### src/design/uims_pkg.sv
package uims_pkg;

  localparam int UIMS_ADDR_W = 12;
  localparam int UIMS_DATA_W = 32;
  localparam int UIMS_NUM_SRC = 11;

  // Register byte offsets
  localparam logic [11:0] UIMS_OFS_LEVEL_SEL = 12'h0034;
  localparam logic [11:0] UIMS_OFS_MASK = 12'h0038;
  localparam logic [11:0] UIMS_OFS_RAW = 12'h003c;
  localparam logic [11:0] UIMS_OFS_GATED = 12'h0040;
  localparam logic [11:0] UIMS_OFS_CLEAR = 12'h0044;

  // Source bit positions, shared by all four registers
  localparam int UIMS_BIT_OVERRUN = 10;
  localparam int UIMS_BIT_BREAK = 9;
  localparam int UIMS_BIT_PARITY = 8;
  localparam int UIMS_BIT_FRAMING = 7;
  localparam int UIMS_BIT_TIMEOUT = 6;
  localparam int UIMS_BIT_TRANSMIT = 5;
  localparam int UIMS_BIT_RECEIVE = 4;
  localparam int UIMS_BIT_SET_READY = 3;
  localparam int UIMS_BIT_CARRIER = 2;
  localparam int UIMS_BIT_CLEAR_TO_SEND = 1;
  localparam int UIMS_BIT_RING = 0;
  localparam int UIMS_MODEM_HI = 3;

  // Level select fields
  localparam int UIMS_TX_SEL_LSB = 0;
  localparam int UIMS_RX_SEL_LSB = 3;
  localparam int UIMS_SEL_W = 3;
  localparam logic [2:0] UIMS_SEL_RST = 3'h2;
  localparam logic [2:0] UIMS_SEL_MAX = 3'h4;

  localparam logic [10:0] UIMS_MASK_RST = 11'h000;
  localparam logic [10:0] UIMS_LATCH_RST = 11'h000;
  localparam logic [31:0] UIMS_ZERO_WORD = 32'h0000_0000;

  typedef struct packed {
    logic [11:0] address;
    logic read;
    logic write;
    logic [31:0] writedata;
    logic [3:0] byteenable;
  } uims_req_t;

  typedef struct packed {
    logic overrun;
    logic brk;
    logic parity;
    logic framing;
    logic timeout;
  } uims_err_evt_t;

endpackage : uims_pkg

### src/design/uims_irq_ctrl.sv
// Added by the designer: the Avalon-MM slave port.
`timescale 1ns/1ps
// Operation
// RULE_01 - Mask bits 10..7 enable overrun, break, parity, framing errors.
// RULE_02 - Mask bit 6 timeout, bit 5 transmit, bit 4 receive enable.
// RULE_03 - Mask bits 3..0 enable set-ready, carrier, clear-to-send, ring changes.
// RULE_04 - Mask bits read back; write 1 enables, write 0 disables.
// RULE_05 - Mask resets to zero so nothing is gated through.
// RULE_06 - Raw state is read-only, bits 10..0 same layout as mask.
// RULE_07 - Raw error, timeout, transmit, receive bits reset to zero.
// RULE_08 - Modem raw and gated bits follow modem lines after reset; here they reset to zero and the first sample only seeds.
// RULE_09 - Gated bit equals raw bit AND its mask enable.
// RULE_10 - Gated state read-only; non-modem bits zero after reset.
// RULE_11 - Clear bits 10..7 clear error interrupts.
// RULE_12 - Clear bits 6..4 clear timeout, transmit, receive interrupts.
// RULE_13 - Clear bits 3..0 clear the four modem interrupts.
// RULE_14 - Decode mask 0x038, raw 0x03c, gated 0x040, clear 0x044.
// RULE_15 - Clear register only changes pending state; reads as zero.
// RULE_16 - FIFO fraction selects raise rx/tx; each 3-bit select resets to half.
// RULE_17 - Writing zero to a clear bit leaves that interrupt unchanged.
// RULE_18 - Bits 31..11 of the four registers read zero, ignore writes.
module uims_irq_ctrl
  import uims_pkg::*;
#(
  parameter int FIFO_DEPTH = 32,
  parameter int LVL_W = 6
)(
  input wire logic i_core_clk,
  input wire logic i_rst_b,
  input wire logic i_clk_en,
  input wire logic [UIMS_ADDR_W-1:0] i_avs_address,
  input wire logic i_avs_read,
  input wire logic i_avs_write,
  input wire logic [UIMS_DATA_W-1:0] i_avs_writedata,
  input wire logic [3:0] i_avs_byteenable,
  output logic [UIMS_DATA_W-1:0] o_avs_readdata,
  output logic o_avs_waitrequest,
  input wire logic i_overrun_evt,
  input wire logic i_break_evt,
  input wire logic i_parity_evt,
  input wire logic i_framing_evt,
  input wire logic i_timeout_evt,
  input wire logic [LVL_W-1:0] i_rx_fill,
  input wire logic [LVL_W-1:0] i_tx_fill,
  input wire logic i_set_ready_line_n,
  input wire logic i_carrier_line_n,
  input wire logic i_clear_to_send_line_n,
  input wire logic i_ring_line_n,
  output logic [UIMS_NUM_SRC-1:0] o_gated_irq,
  output logic o_irq
);

  // Thresholds are whole eighths of the depth, and the fill count must reach it
  if (FIFO_DEPTH < 8 || FIFO_DEPTH % 8 != 0)
  begin : g_bad_depth
    $error("uims_irq_ctrl: FIFO_DEPTH must be a positive multiple of 8");
  end
  if ((1 << LVL_W) <= FIFO_DEPTH)
  begin : g_bad_lvl_w
    $error("uims_irq_ctrl: LVL_W too narrow for a full FIFO count");
  end
  if (UIMS_NUM_SRC > 16)
  begin : g_bad_src
    $error("uims_irq_ctrl: sources must fit byte lanes 0 and 1");
  end
  if (UIMS_SEL_W != 3)
  begin : g_bad_sel
    $error("uims_irq_ctrl: level selects are decoded as 3-bit codes");
  end

  // Fill threshold for a select code; reserved codes act as seven eighths
  function automatic logic [LVL_W:0] level_of(input logic [2:0] sel);
    logic [LVL_W+3:0] num;
    num = '0;
    case (sel)
      3'h0: num = (LVL_W+4)'(FIFO_DEPTH * 1);
      3'h1: num = (LVL_W+4)'(FIFO_DEPTH * 2);
      3'h2: num = (LVL_W+4)'(FIFO_DEPTH * 4);
      3'h3: num = (LVL_W+4)'(FIFO_DEPTH * 6);
      default: num = (LVL_W+4)'(FIFO_DEPTH * 7);
    endcase
    return num[LVL_W+3:3];
  endfunction : level_of

  function automatic logic [UIMS_DATA_W-1:0] pad_word(input logic [UIMS_NUM_SRC-1:0] v);
    return {{(UIMS_DATA_W-UIMS_NUM_SRC){1'b0}}, v};
  endfunction : pad_word

  // Bits 10..0 sit in byte lanes 0 and 1; a lane left out takes the keep value
  function automatic logic [UIMS_NUM_SRC-1:0] lane_merge(
    input logic [UIMS_NUM_SRC-1:0] keep,
    input logic [UIMS_DATA_W-1:0] wd,
    input logic [3:0] be
  );
    logic [UIMS_NUM_SRC-1:0] v;
    v = keep;
    if (be[0])
    begin
      v[7:0] = wd[7:0];
    end
    if (be[1])
    begin
      v[UIMS_NUM_SRC-1:8] = wd[UIMS_NUM_SRC-1:8];
    end
    return v;
  endfunction : lane_merge

  function automatic logic at_ofs(input logic [UIMS_ADDR_W-1:0] a, input logic [11:0] ofs);
    return a == ofs;
  endfunction : at_ofs

  typedef enum logic [1:0] {UIMS_IDLE, UIMS_ANSWER} uims_bus_st_t;

  uims_req_t req;
  uims_bus_st_t st_ff, nxt_st;
  logic [UIMS_NUM_SRC-1:0] mask_ff, nxt_mask;
  logic [UIMS_NUM_SRC-1:0] latch_ff, nxt_latch;
  logic [UIMS_MODEM_HI:0] line_ff, nxt_line;
  logic line_ok_ff, nxt_line_ok;
  logic [UIMS_SEL_W-1:0] rx_sel_ff, nxt_rx_sel;
  logic [UIMS_SEL_W-1:0] tx_sel_ff, nxt_tx_sel;
  logic rx_above_ff, nxt_rx_above;
  logic tx_below_ff, nxt_tx_below;
  logic [UIMS_DATA_W-1:0] rdata_ff, nxt_rdata;
  logic wait_ff, nxt_wait;
  logic [UIMS_NUM_SRC-1:0] gated_ff, nxt_gated;
  logic irq_ff, nxt_irq;
  logic [UIMS_NUM_SRC-1:0] set_vec, clr_vec, raw_vec;
  logic [UIMS_MODEM_HI:0] line_now;
  logic rx_above, tx_below, wr_take, rd_take;
  uims_err_evt_t err_evt;
  logic [UIMS_MODEM_HI:0] modem_chg;

  assign req = '{address: i_avs_address, read: i_avs_read, write: i_avs_write,
                 writedata: i_avs_writedata, byteenable: i_avs_byteenable};
  assign line_now = {i_set_ready_line_n, i_carrier_line_n,
                     i_clear_to_send_line_n, i_ring_line_n};
  assign err_evt = '{overrun: i_overrun_evt, brk: i_break_evt, parity: i_parity_evt,
                     framing: i_framing_evt, timeout: i_timeout_evt};

  // Modem change only once a reference sample exists
  for (genvar m = 0; m <= UIMS_MODEM_HI; m++)
  begin : g_modem
    assign modem_chg[m] = line_ok_ff && (line_now[m] != line_ff[m]); // [RULE_08]
  end

  assign rx_above = {1'b0, i_rx_fill} >= level_of(rx_sel_ff); // [RULE_16]
  assign tx_below = {1'b0, i_tx_fill} <= level_of(tx_sel_ff); // [RULE_16]
  // Reads are sampled when taken; writes commit at the answer edge, the only
  // edge at which the master is bound to still hold address and data
  assign wr_take = (st_ff == UIMS_ANSWER) && req.write;
  assign rd_take = (st_ff == UIMS_IDLE) && req.read && !req.write;

  // Event sources
  always_comb
  begin
    set_vec = '0;
    set_vec[UIMS_BIT_OVERRUN] = err_evt.overrun;
    set_vec[UIMS_BIT_BREAK] = err_evt.brk;
    set_vec[UIMS_BIT_PARITY] = err_evt.parity;
    set_vec[UIMS_BIT_FRAMING] = err_evt.framing;
    set_vec[UIMS_BIT_TIMEOUT] = err_evt.timeout;
    // Threshold crossing edges, not levels, so a clear sticks; the first edge
    // after reset only seeds the detectors, so an empty FIFO raises nothing yet
    set_vec[UIMS_BIT_RECEIVE] = line_ok_ff && rx_above && !rx_above_ff; // [RULE_16] [RULE_07]
    set_vec[UIMS_BIT_TRANSMIT] = line_ok_ff && tx_below && !tx_below_ff; // [RULE_16] [RULE_07]
    set_vec[UIMS_MODEM_HI:0] = modem_chg; // [RULE_08]
  end

  // Clear strobes: byte lanes 0 and 1 hold bits 10..0
  always_comb
  begin
    clr_vec = '0;
    if (wr_take && at_ofs(req.address, UIMS_OFS_CLEAR))
    begin
      clr_vec = lane_merge('0, req.writedata, req.byteenable); // [RULE_11] [RULE_12] [RULE_13]
    end
  end

  // One pending flag per source; set beats clear in the same cycle
  for (genvar g = 0; g < UIMS_NUM_SRC; g++)
  begin : g_pend
    assign nxt_latch[g] = set_vec[g] | (latch_ff[g] & ~clr_vec[g]); // [RULE_17]
  end

  // Detector reference samples
  always_comb
  begin
    nxt_line = line_now;
    nxt_line_ok = 1'b1;
    nxt_rx_above = rx_above;
    nxt_tx_below = tx_below;
  end

  assign raw_vec = latch_ff; // [RULE_06] [RULE_07]

  // Configuration registers
  always_comb
  begin
    nxt_mask = mask_ff;
    nxt_rx_sel = rx_sel_ff;
    nxt_tx_sel = tx_sel_ff;
    // A lane left out keeps its bits; bits 31..11 have no storage at all
    if (wr_take && at_ofs(req.address, UIMS_OFS_MASK)) // [RULE_01] [RULE_02] [RULE_03]
    begin
      nxt_mask = lane_merge(mask_ff, req.writedata, req.byteenable); // [RULE_04] [RULE_18]
    end
    if (wr_take && at_ofs(req.address, UIMS_OFS_LEVEL_SEL) && req.byteenable[0])
    begin
      nxt_tx_sel = req.writedata[UIMS_TX_SEL_LSB +: UIMS_SEL_W]; // [RULE_16]
      nxt_rx_sel = req.writedata[UIMS_RX_SEL_LSB +: UIMS_SEL_W]; // [RULE_16]
    end
  end

  // Bus handshake and read mux
  // Waitrequest idles high, so no request completes in the cycle it appears
  always_comb
  begin
    nxt_st = st_ff;
    nxt_wait = wait_ff;
    nxt_rdata = rdata_ff;
    case (st_ff)
      UIMS_IDLE:
      begin
        if (req.read || req.write)
        begin
          nxt_st = UIMS_ANSWER;
          nxt_wait = 1'b0;
          nxt_rdata = UIMS_ZERO_WORD;
          if (rd_take)
          begin
            case (req.address) // [RULE_14]
              UIMS_OFS_MASK: nxt_rdata = pad_word(mask_ff); // [RULE_04] [RULE_18]
              UIMS_OFS_RAW: nxt_rdata = pad_word(raw_vec); // [RULE_06] [RULE_18]
              UIMS_OFS_GATED: nxt_rdata = pad_word(raw_vec & mask_ff); // [RULE_09] [RULE_10]
              UIMS_OFS_LEVEL_SEL: nxt_rdata = {26'h000_0000, rx_sel_ff, tx_sel_ff};
              // Clear register and unmapped offsets read zero
              default: nxt_rdata = UIMS_ZERO_WORD; // [RULE_15]
            endcase
          end
        end
      end
      UIMS_ANSWER:
      begin
        nxt_st = UIMS_IDLE;
        nxt_wait = 1'b1;
      end
      default:
      begin
        nxt_st = UIMS_IDLE;
        nxt_wait = 1'b1;
      end
    endcase
  end

  // Interrupt outputs
  always_comb
  begin
    nxt_gated = nxt_latch & nxt_mask; // [RULE_09] [RULE_05]
    nxt_irq = |(nxt_latch & nxt_mask);
  end

  // Bus handshake state
  always_ff @(posedge i_core_clk or negedge i_rst_b)
  begin
    if (!i_rst_b)
    begin
      st_ff <= UIMS_IDLE;
      rdata_ff <= UIMS_ZERO_WORD;
      wait_ff <= 1'b1;
    end
    else if (i_clk_en)
    begin
      st_ff <= nxt_st;
      rdata_ff <= nxt_rdata;
      wait_ff <= nxt_wait;
    end
  end

  // Configuration registers
  always_ff @(posedge i_core_clk or negedge i_rst_b)
  begin
    if (!i_rst_b)
    begin
      mask_ff <= UIMS_MASK_RST; // [RULE_05]
      rx_sel_ff <= UIMS_SEL_RST; // [RULE_16]
      tx_sel_ff <= UIMS_SEL_RST; // [RULE_16]
    end
    else if (i_clk_en)
    begin
      mask_ff <= nxt_mask;
      rx_sel_ff <= nxt_rx_sel;
      tx_sel_ff <= nxt_tx_sel;
    end
  end

  // Change detector references
  always_ff @(posedge i_core_clk or negedge i_rst_b)
  begin
    if (!i_rst_b)
    begin
      line_ff <= '0;
      line_ok_ff <= 1'b0;
      rx_above_ff <= 1'b0;
      tx_below_ff <= 1'b0;
    end
    else if (i_clk_en)
    begin
      line_ff <= nxt_line;
      line_ok_ff <= nxt_line_ok;
      rx_above_ff <= nxt_rx_above;
      tx_below_ff <= nxt_tx_below;
    end
  end

  // Pending flags
  always_ff @(posedge i_core_clk or negedge i_rst_b)
  begin
    if (!i_rst_b)
    begin
      latch_ff <= UIMS_LATCH_RST; // [RULE_07] [RULE_10]
    end
    else if (i_clk_en)
    begin
      latch_ff <= nxt_latch;
    end
  end

  // Registered interrupt outputs
  always_ff @(posedge i_core_clk or negedge i_rst_b)
  begin
    if (!i_rst_b)
    begin
      gated_ff <= '0;
      irq_ff <= 1'b0;
    end
    else if (i_clk_en)
    begin
      gated_ff <= nxt_gated;
      irq_ff <= nxt_irq;
    end
  end

  assign o_avs_readdata = rdata_ff;
  assign o_avs_waitrequest = wait_ff;
  assign o_gated_irq = gated_ff;
  assign o_irq = irq_ff;

endmodule : uims_irq_ctrl

### config.mk
export PLATFORM = sky130hd
export DESIGN_NAME = uims_irq_ctrl
export DESIGN_NICKNAME = d
export VERILOG_FILES = /design/src/design/uims_pkg.sv /design/src/design/uims_irq_ctrl.sv
export SDC_FILE = /design/constraint.sdc
export NUM_CORES = 1
export LEC_CHECK = 0
export ABC_AREA = 1
export BUFFER_PORTS_ARGS = -buffer_cell sky130_fd_sc_hd__buf_2
export CORE_AREA = 2 2 91 93
export CTS_CLUSTER_SIZE = 12
export DETAILED_ROUTE_END_ITERATION = 10
export DIE_AREA = 0 0 93 95
export HOLD_SLACK_MARGIN = 0.1
export PLACE_DENSITY = 0.84
export SLEW_MARGIN = 20
export SYNTH_ARGS = -nofsm -noshare
export SYNTH_HDL_FRONTEND = slang
export SYNTH_SLANG_ARGS = --single-unit
### constraint.sdc
create_clock -name i_core_clk -period 2.5 [get_ports i_core_clk]
set_input_delay 0.25 -clock i_core_clk [delete_from_list [all_inputs] [get_ports i_core_clk]]
set_output_delay 0.25 -clock i_core_clk [all_outputs]
set_load 0.02 [all_outputs]
==> impl_results.rst, run 1 <==
.. list-table::
   :header-rows: 1

   * - Metric
     - Value
   * - Run status
     - finished clean
   * - Required time of the worst setup path
     - ~2.7 ns
   * - Crit share post-route
     - 79.0%
   * - Fillers
     - 783
   * - Remaining antenna violation count after routing
     - 0
   * - Register area share after synthesis
     - roughly two fifths
   * - Worst setup path category
     - register to register
   * - Crit path buffers/inverters
     - 2
   * - Clock root buffer
     - sky130_fd_sc_hd__clkbuf_8
   * - Via count of the first global-routing pass
     - 3,313
   * - Clock tree sinks
     - 60
   * - Leading cell types in the layout, fill and taps excluded
     - 168 x sky130_fd_sc_hd__nand2_1, 74 x sky130_fd_sc_hd__buf_2, 58 x sky130_fd_sc_hd__o21ai_0
   * - Effective utilization at floorplan
     - 45.8%
   * - Total detailed-routing wirelength
     - 9680 µm
   * - CP Cell Sequence
     - nor2_1 -> ha_1 -> nand2_1 -> o21ai_0 -> nand2_1 -> nand3_1 -> nand2_1 -> nand2_1 -> inv_2 -> nor2_1 -> nand3_1 -> nand2_1 -> inv_1
   * - Total global routing overflow
     - 0
   * - Setup TNS Final
     - 0 ns
   * - Number of core rows
     - 33
   * - Depth of the worst hold-timing path
     - 3
   * - Met2 routed WL
     - approximately 4800 µm
   * - Clock tree from TritonCTS
     - done
   * - Cell count after synthesis
     - 502
   * - Hold Violations, Final
     - 0
   * - Most frequent standard cell in the layout excluding fill and tap cells
     - sky130_fd_sc_hd__nand2_1
   * - Worst min-delay path endpoint
     - line_ff[2]
   * - Storage cell area
     - around 1500 µm²
   * - Endpoint of the most critical register-to-register path
     - o_irq
   * - First-pass GRT wire length
     - 15,600 µm
   * - Proportion of layout cells with a drive suffix above 1
     - 19.9%
   * - Area occupied by multi-input gates
     - 1740 µm²
   * - CP most frequent cell
     - sky130_fd_sc_hd__nand2_1
   * - CP endpoint kind
     - register
   * - Number of vias after detailed routing
     - 3,534
   * - Topmost layer with routed signal wires
     - met4
   * - Slew HR
     - between 50% and 60%
   * - Highest clock rate
     - 507 MHz
   * - Area of all placed cells without fillers
     - 4250 µm²
   * - Deepest level of the CTS H-tree
     - 3
   * - Critical Path Max Stage Delay
     - 0.55 ns
   * - Met3 WL
     - 739 µm
   * - Length of routed wiring on met1
     - 3980 µm
   * - Initial antenna violation count
     - 0
   * - Highest-delay cell along the critical path
     - sky130_fd_sc_hd__dfstp_2
   * - Weighted congestion at the end of routability-driven global placement
     - 0.901
   * - Cell area reported after detailed placement
     - 4040 µm²
   * - Post-CTS Resized
     - 0
   * - Worst min path class
     - input port to register
   * - Time the final worst path needs with I/O delays and setup
     - 1.97 ns
   * - First-pass iteration count of the detailed router
     - 6
   * - Synth warn
     - 0
   * - Clk slew on worst S/H paths
     - roughly 0.070 ns
   * - Critical path arrival
     - 2.21 ns
   * - Count of endpoints failing setup in the final report
     - 0
   * - Final worst clock skew
     - 0.00870 ns
   * - Post-synthesis instance area
     - between 3000 and 4000 µm²
   * - CTS Buf Count
     - 9
   * - Post-synthesis sequential element count
     - 60
   * - Layout Nets
     - 657
   * - Startpoint of the worst-slack reg-to-reg timing path
     - tx_sel_ff[1]
   * - Critical Path Start Type
     - register
   * - Insertion delay of the later-clocked pin in the worst-skew pair
     - 0.34 ns
   * - Port bufs
     - 74
   * - Launch point of the worst hold path
     - i_carrier_line_n
   * - Antenna diodes
     - 0
   * - Minimum setup slack among reg-to-reg paths
     - 0.53 ns
   * - Final routed DRC violation total
     - 0
   * - Core region area
     - 7930 µm²
   * - Post-DP HPWL
     - 7190 µm
   * - LEAKAGE
     - around 2.4 nW
   * - Overall fraction of global-route tracks in use
     - 22.9%
   * - Post-CTS repair timing setup buffer count
     - 0
   * - Maximum clock insertion buffer count
     - 2
   * - Pin count of the biggest net entering global routing
     - 43
   * - Die area
     - about 9000 µm²
   * - Area added between synthesis and finish
     - 16.9%
   * - Initial drt markers
     - approximately 370
   * - R2R depth
     - 13
   * - Final Max Tran Viols
     - 0
   * - Maximum capacitance violations
     - 0
   * - Actual transition at the worst max-transition pin
     - 0.671 ns
   * - Total I/O pin count
     - 119
   * - Drt via density
     - 5.14
   * - Count of unique library cells instantiated by Yosys
     - 37
   * - Unrepaired setup endpoints after global routing
     - no
   * - Family with the most delay on the worst path
     - simple AND/OR/NAND/NOR gates
   * - Width of the die
     - a little over 90 µm
   * - Post-DR wirelength/cell
     - 14.1 µm
   * - Avg Inst Size Synth
     - 7.24 µm²
   * - P per Cell Area
     - 580 nW/µm²
   * - Die span in y
     - approximately 95 µm
   * - Maximum fanout along the worst path
     - 4
   * - Worst IR Drop VDD
     - around 0.37 mV
## worst register-to-register path, cell delays in order (launching register included)
cell	delay (ns)
sky130_fd_sc_hd__dfstp_2	0.55
sky130_fd_sc_hd__nor2_1	0.05
sky130_fd_sc_hd__ha_1	0.31
sky130_fd_sc_hd__nand2_1	0.05
sky130_fd_sc_hd__o21ai_0	0.15
sky130_fd_sc_hd__nand2_1	0.10
sky130_fd_sc_hd__nand3_1	0.13
sky130_fd_sc_hd__nand2_1	0.10
sky130_fd_sc_hd__nand2_1	0.12
sky130_fd_sc_hd__inv_2	0.04
sky130_fd_sc_hd__nor2_1	0.09
sky130_fd_sc_hd__nand3_1	0.10
sky130_fd_sc_hd__nand2_1	0.07
sky130_fd_sc_hd__inv_1	0.03
## worst max path at each step
stage,from,endpoint,cells past startpoint
6_report,tx_sel_ff[1],o_irq,13
5_1_grt,tx_sel_ff[1],o_irq,13
4_1_cts,tx_sel_ff[1],o_irq,13
3_5_place_dp,i_avs_address[11],o_avs_readdata[7],11
3_3_place_gp,i_avs_address[1],o_irq,14
2_1_floorplan,rx_sel_ff[1],o_irq,14
## registers in the layout, summed over array words and instances (netlist names), 3 cells and up
register and count:
o_avs_readdata 11, rx_sel_ff 3, tx_sel_ff 3, mask_ff 11
o_gated_irq 11, latch_ff 11, line_ff 4
## synthesized netlist by cell type
master	n	share of area, %
sky130_fd_sc_hd__nor2_1	34	3.5
sky130_fd_sc_hd__buf_1	2	0.21
sky130_fd_sc_hd__mux2i_1	1	0.28
sky130_fd_sc_hd__mux2_2	3	0.93
sky130_fd_sc_hd__o221ai_1	3	0.72
sky130_fd_sc_hd__inv_1	53	5.5
sky130_fd_sc_hd__a31oi_1	1	0.17
sky130_fd_sc_hd__nand2_1	168	17
sky130_fd_sc_hd__ha_1	6	2.1
sky130_fd_sc_hd__a22o_1	1	0.24
sky130_fd_sc_hd__nand3_2	1	0.28
sky130_fd_sc_hd__a31oi_4	1	0.59
sky130_fd_sc_hd__nand4_1	14	2.4
sky130_fd_sc_hd__clkbuf_1	7	0.72
sky130_fd_sc_hd__nand3_1	20	2.8
sky130_fd_sc_hd__o22ai_1	1	0.17
sky130_fd_sc_hd__buf_6	1	0.31
sky130_fd_sc_hd__nor3_1	3	0.41
sky130_fd_sc_hd__a211oi_1	4	0.83
sky130_fd_sc_hd__nand4_2	1	0.34
sky130_fd_sc_hd__o211ai_1	2	0.41
sky130_fd_sc_hd__o21ai_0	58	8.0
sky130_fd_sc_hd__a21oi_1	5	0.69
sky130_fd_sc_hd__or2_2	1	0.17
sky130_fd_sc_hd__inv_2	3	0.31
sky130_fd_sc_hd__nand3b_1	5	1.0
sky130_fd_sc_hd__dfstp_2	3	2.2
sky130_fd_sc_hd__conb_1	1	0.10
sky130_fd_sc_hd__nor2_4	1	0.31
sky130_fd_sc_hd__a22oi_1	1	0.21
sky130_fd_sc_hd__dfrtp_1	57	39
sky130_fd_sc_hd__buf_4	22	4.5
sky130_fd_sc_hd__o21a_1	1	0.21
sky130_fd_sc_hd__a21o_1	4	0.83
sky130_fd_sc_hd__buf_2	9	1.2
sky130_fd_sc_hd__nor3b_1	1	0.21
sky130_fd_sc_hd__nor2_2	3	0.52
## stage by stage
step	util [%]	setup slack (ns)	hold WS [ns]	instances	total power, mW
global placement	51.0	0.550	0.314	670	1.58
floorplan	-	0.806	-0.0456	522	1.45
CTS	53.6	0.546	0.126	687	2.48
finish	53.6	0.526	0.144	687	2.46
detailed placement	51.0	0.521	0.313	670	1.60
global route	53.6	0.351	0.150	687	2.59
## power by group
group          total [mW]  switching, mW  internal, mW
sequential           1.12         0.0562          1.06
combinational       0.473          0.321         0.152
clock               0.870          0.388         0.482
total                2.46          0.765          1.70
## routing by layer
metal  vias up  GRT usage, %
met3        17          4.79
met2       174          39.9
met5         -             0
li1       1721             -
met1      1622          28.7
met4         0          7.23
## kinds of logic (layout without fill, tap and decap cells)
logic type | after synthesis | after routing | synth area share [%]
mux | 4 | 4 | 1.21
flops | 60 | 60 | 41.4
simple gates | 252 | 252 | 29.3
other cells | 1 | 21 | 0.103
buf+inv | 97 | 157 | 12.8
fa+ha+maj | 6 | 6 | 2.07
compound gates | 82 | 82 | 13.1
## layout make-up
class                   instances  area share [%]
clock buffers                  11            3.33
clock inverters                 5            1.24
repair buffers                 85            11.0
inverters                      56            4.95
flip-flops and latches         60            35.5
multi-input cells             365            40.9
well taps                     105            3.09
## what timing repair did
action / in CTS / in global routing
endpoints found under the hold margin: 23 / 0
hold buffers: 1 / 0
setup endpoints to repair: 0 / 0
(Power assumes the default switching activity.)
==> inputs of run 2 (changes only) <==
Settings changed: ABC_AREA 1 to 0, CORE_AREA 2 2 91 93 to 2 2 90 92, DIE_AREA 0 0 93 95 to 0 0 92 94, PLACE_DENSITY 0.84 to 0.85.
Clock period 2.5 ns to 1.8 ns, I/O delays scaled along.
==> run 2 against run 1 <==
Clock power increased by 24%. Critical endpoint unchanged. Register-to-register slack got worse by 1.1 ns. The flow now finishes with violations (negative setup slack). Setup slack got worse by 1.1 ns. Core utilization increased by 6.2 points. Fmax decreased by 16%. Final area increased by 7.0%. Count of clock-buffer cells in the layout unchanged. Clock skew decreased by 0.0012 ns. Non-clock buffer count increased by 48. Highest routed layer unchanged. Sequential share of layout area decreased by 2.3 points. Largest cell class unchanged.
==> impl_results.rst, run 2 <==
.. list-table::
   :header-rows: 1

   * - Metric
     - Value
   * - Run status
     - complete, but fails checks
   * - Failing checks
     - negative setup slack
   * - Post-DR wirelength/cell
     - 16.2 µm
   * - Maximum fanout along the worst path
     - 3
   * - Worst min path class
     - input port to register
   * - Highest clock rate
     - around 420 MHz
   * - Synth warn
     - 0
   * - Post-synthesis instance area
     - between 3000 and 4000 µm²
   * - Deepest level of the CTS H-tree
     - 3
   * - Die span in y
     - about 94 µm
   * - Highest-delay cell along the critical path
     - sky130_fd_sc_hd__dfstp_2
   * - Number of vias after detailed routing
     - 3,157
   * - Crit share post-route
     - 131%
   * - Maximum clock insertion buffer count
     - 2
   * - Crit path buffers/inverters
     - 0
   * - Library cell with the highest instance count after synthesis
     - sky130_fd_sc_hd__dfrtp_1
   * - Most area-hungry cell type in the Yosys netlist
     - sky130_fd_sc_hd__dfrtp_1
   * - Initial drt markers
     - 210
   * - Register area share after synthesis
     - 44.4%
   * - Proportion of register bits with asynchronous set or reset after synthesis
     - 100%
   * - Proportion of layout cells with a drive suffix above 1
     - a little over two fifths
   * - Clock root buffer
     - sky130_fd_sc_hd__clkbuf_8
   * - Clock tree from TritonCTS
     - done
   * - Setup TNS Final
     - -1.57 ns
   * - Die area
     - 8650 µm²
   * - Number of synthesized flops with an enable pin
     - 0
   * - Cell count after synthesis
     - 352
   * - Leading cell types in the layout, fill and taps excluded
     - 74 x sky130_fd_sc_hd__buf_2, 56 x sky130_fd_sc_hd__dfrtp_1, 49 x sky130_fd_sc_hd__buf_4
   * - First-pass GRT wire length
     - 15,000 µm
   * - Total I/O pin count
     - 119
   * - Final worst clock skew
     - between 0.007 and 0.008 ns
   * - Maximum capacitance violations
     - 0
   * - Top post-synthesis cells by area
     - sky130_fd_sc_hd__dfrtp_1 42%, sky130_fd_sc_hd__mux2_2 8.6%, sky130_fd_sc_hd__a21oi_1 4.9%, sky130_fd_sc_hd__nand2_1 4.8%, sky130_fd_sc_hd__buf_4 4.7%
   * - Clock tree sinks
     - 60
   * - Initial antenna violation count
     - 0
   * - Required time of the worst setup path
     - 2.04 ns
   * - Clk slew on worst S/H paths
     - approximately 0.07 ns
   * - First-pass iteration count of the detailed router
     - 4
   * - Most frequently used flop master after synthesis
     - sky130_fd_sc_hd__dfrtp_1
   * - Total global routing overflow
     - 0
   * - Critical path arrival
     - 2.60 ns
   * - Total placed cells including tap cells
     - 560
   * - Most frequent standard cell in the layout excluding fill and tap cells
     - sky130_fd_sc_hd__buf_2
   * - Antenna diodes
     - 0
   * - CP endpoint kind
     - register
   * - Total detailed-routing wirelength
     - between 9000 and 10,000 µm
   * - Final routed DRC violation total
     - 0
   * - Core region area
     - between 7000 and 8000 µm²
   * - LEAKAGE
     - 2.19 nW
   * - P per Cell Area
     - 626 nW/µm²
   * - CP Depth
     - 8
   * - Worst setup path category
     - register to register
   * - Synth top area share
     - 42.1%
   * - Non-Filler Instances
     - 591
   * - Avg Inst Size Synth
     - 9.62 µm²
   * - Post-DP HPWL
     - 6920 µm
   * - Final critical-path setup slack
     - -0.559 ns
   * - Post-route worst hold slack
     - about 0.1 ns
   * - Count of unique library cells instantiated by Yosys
     - 49
   * - Effective utilization at floorplan
     - 44.5%
   * - Worst IR Drop VDD
     - 0.365 mV
   * - Via count of the first global-routing pass
     - roughly 3,100
   * - Pin count of the biggest net entering global routing
     - 41
   * - Count of endpoints failing setup in the final report
     - 5
   * - R2R depth
     - 8
   * - Depth of the worst hold-timing path
     - 2
   * - Final Max Tran Viols
     - 0
   * - Drt via density
     - 5.34
   * - Area added between synthesis and finish
     - 34.2%
   * - CP Cell Sequence
     - nor2_1 -> ha_1 -> nor4b_4 -> o211ai_1 -> a21oi_2 -> nor4_1 -> nand4_1 -> o32a_1
   * - Weighted congestion at the end of routability-driven global placement
     - roughly 0.85
   * - Final Total Pwr
     - roughly 2.8 mW
   * - Post-synthesis sequential element count
     - 60
   * - Layout Nets
     - 564
   * - CTS Buf Count
     - 9
   * - Unrepaired setup endpoints after global routing
     - yes
   * - Time the final worst path needs with I/O delays and setup
     - approximately 2.4 ns
   * - Number of core rows
     - 32
   * - Hold Violations, Final
     - 0
   * - Overall fraction of global-route tracks in use
     - ~22%
   * - Width of the die
     - 92 µm
   * - Port bufs
     - 74
   * - Remaining antenna violation count after routing
     - 0
   * - Commonest cells in the synthesized netlist
     - 57 x sky130_fd_sc_hd__dfrtp_1, 43 x sky130_fd_sc_hd__nand2_1, 33 x sky130_fd_sc_hd__a21oi_1
   * - Family with the most delay on the worst path
     - compound AO/OA/AOI/OAI gates
   * - Critical Path Start Type
     - register
   * - Critical Path Max Stage Delay
     - 0.55 ns
   * - Insertion delay of the later-clocked pin in the worst-skew pair
     - 0.36 ns
run 2: repair_timing:
| item | in CTS | in global routing |
|---|---|---|
| pin swaps | 5 | 6 |
| setup buffers | 3 | 5 |
| hold buffers | 8 | 0 |
| endpoints found under the hold margin | 27 | 0 |
| cloned | 0 | 1 |
| gates resized for setup | 15 | 15 |
| endpoints found under the setup margin | 9 | 17 |
run 2: report_power, final:
| group | total [mW] | leakage, nW | switching, mW | internal [mW] |
|---|---|---|---|---|
| Sequential | 1.39 | 0.748 | 0.0178 | 1.37 |
| Combinational | 0.374 | 1.35 | 0.226 | 0.148 |
| Clock | 1.08 | 0.0889 | 0.551 | 0.526 |
| Total | 2.84 | 2.19 | 0.794 | 2.05 |
run 2: path summary, 6_finish.rpt:
check	end	slack [ns]	start
hold reg to reg	o_gated_irq[3]	0.48	o_gated_irq[3]
min in group asynchronous	o_gated_irq[3]	0.32	i_rst_b
setup / recovery	o_irq	-0.56	tx_sel_ff[1]
hold / removal	line_ff[0]	0.10	i_ring_line_n
setup reg to reg	o_irq	-0.56	tx_sel_ff[1]
max in group asynchronous	rx_sel_ff[1]	0.84	i_rst_b
run 2: per-layer routing:
layer  vias to the layer above  global-route usage (%)  part of all wire [%]
met5                         -                       0                     0
met4                         0                    11.1                   3.0
met3                        21                    4.25                   6.5
met2                       123                    36.7                    47
met1                      1523                    28.2                    43
li1                       1490                       -                     -
run 2: area by class of cell:
type / instances / area [µm²]
clock buffer: 11 / 141
clock inverter: 5 / 27.5
fill: 652 / 3060
inverter: 12 / 45.0
multi-input combinational: 268 / 1850
sequential: 60 / 1510
tap: 102 / 128
timing repair buffer: 133 / 850
run 2: stage by stage:
| stage | cell area [µm²] | util [%] | setup WS, ns |
|---|---|---|---|
| after floorplan | 3480 | - | -0.246 |
| after global placement | 4120 | 54.1 | -0.456 |
| after detailed placement | 4120 | 54.1 | -0.541 |
| after CTS | 4460 | 58.6 | -0.499 |
| after global routing | 4540 | 59.7 | -0.630 |
| final | 4540 | 59.7 | -0.559 |
run 2: logic make-up (layout without fill, tap and decap cells):
group	Yosys count	in the layout	share of synthesized area, %
buf+inv	45	161	7.54
mux	32	32	10.4
compound gates	84	84	15.2
flops	60	60	44.4
fa+ha+maj	6	6	2.22
xor+xnor	4	4	1.03
simple gates	120	121	19.1
other cells	1	21	0.111
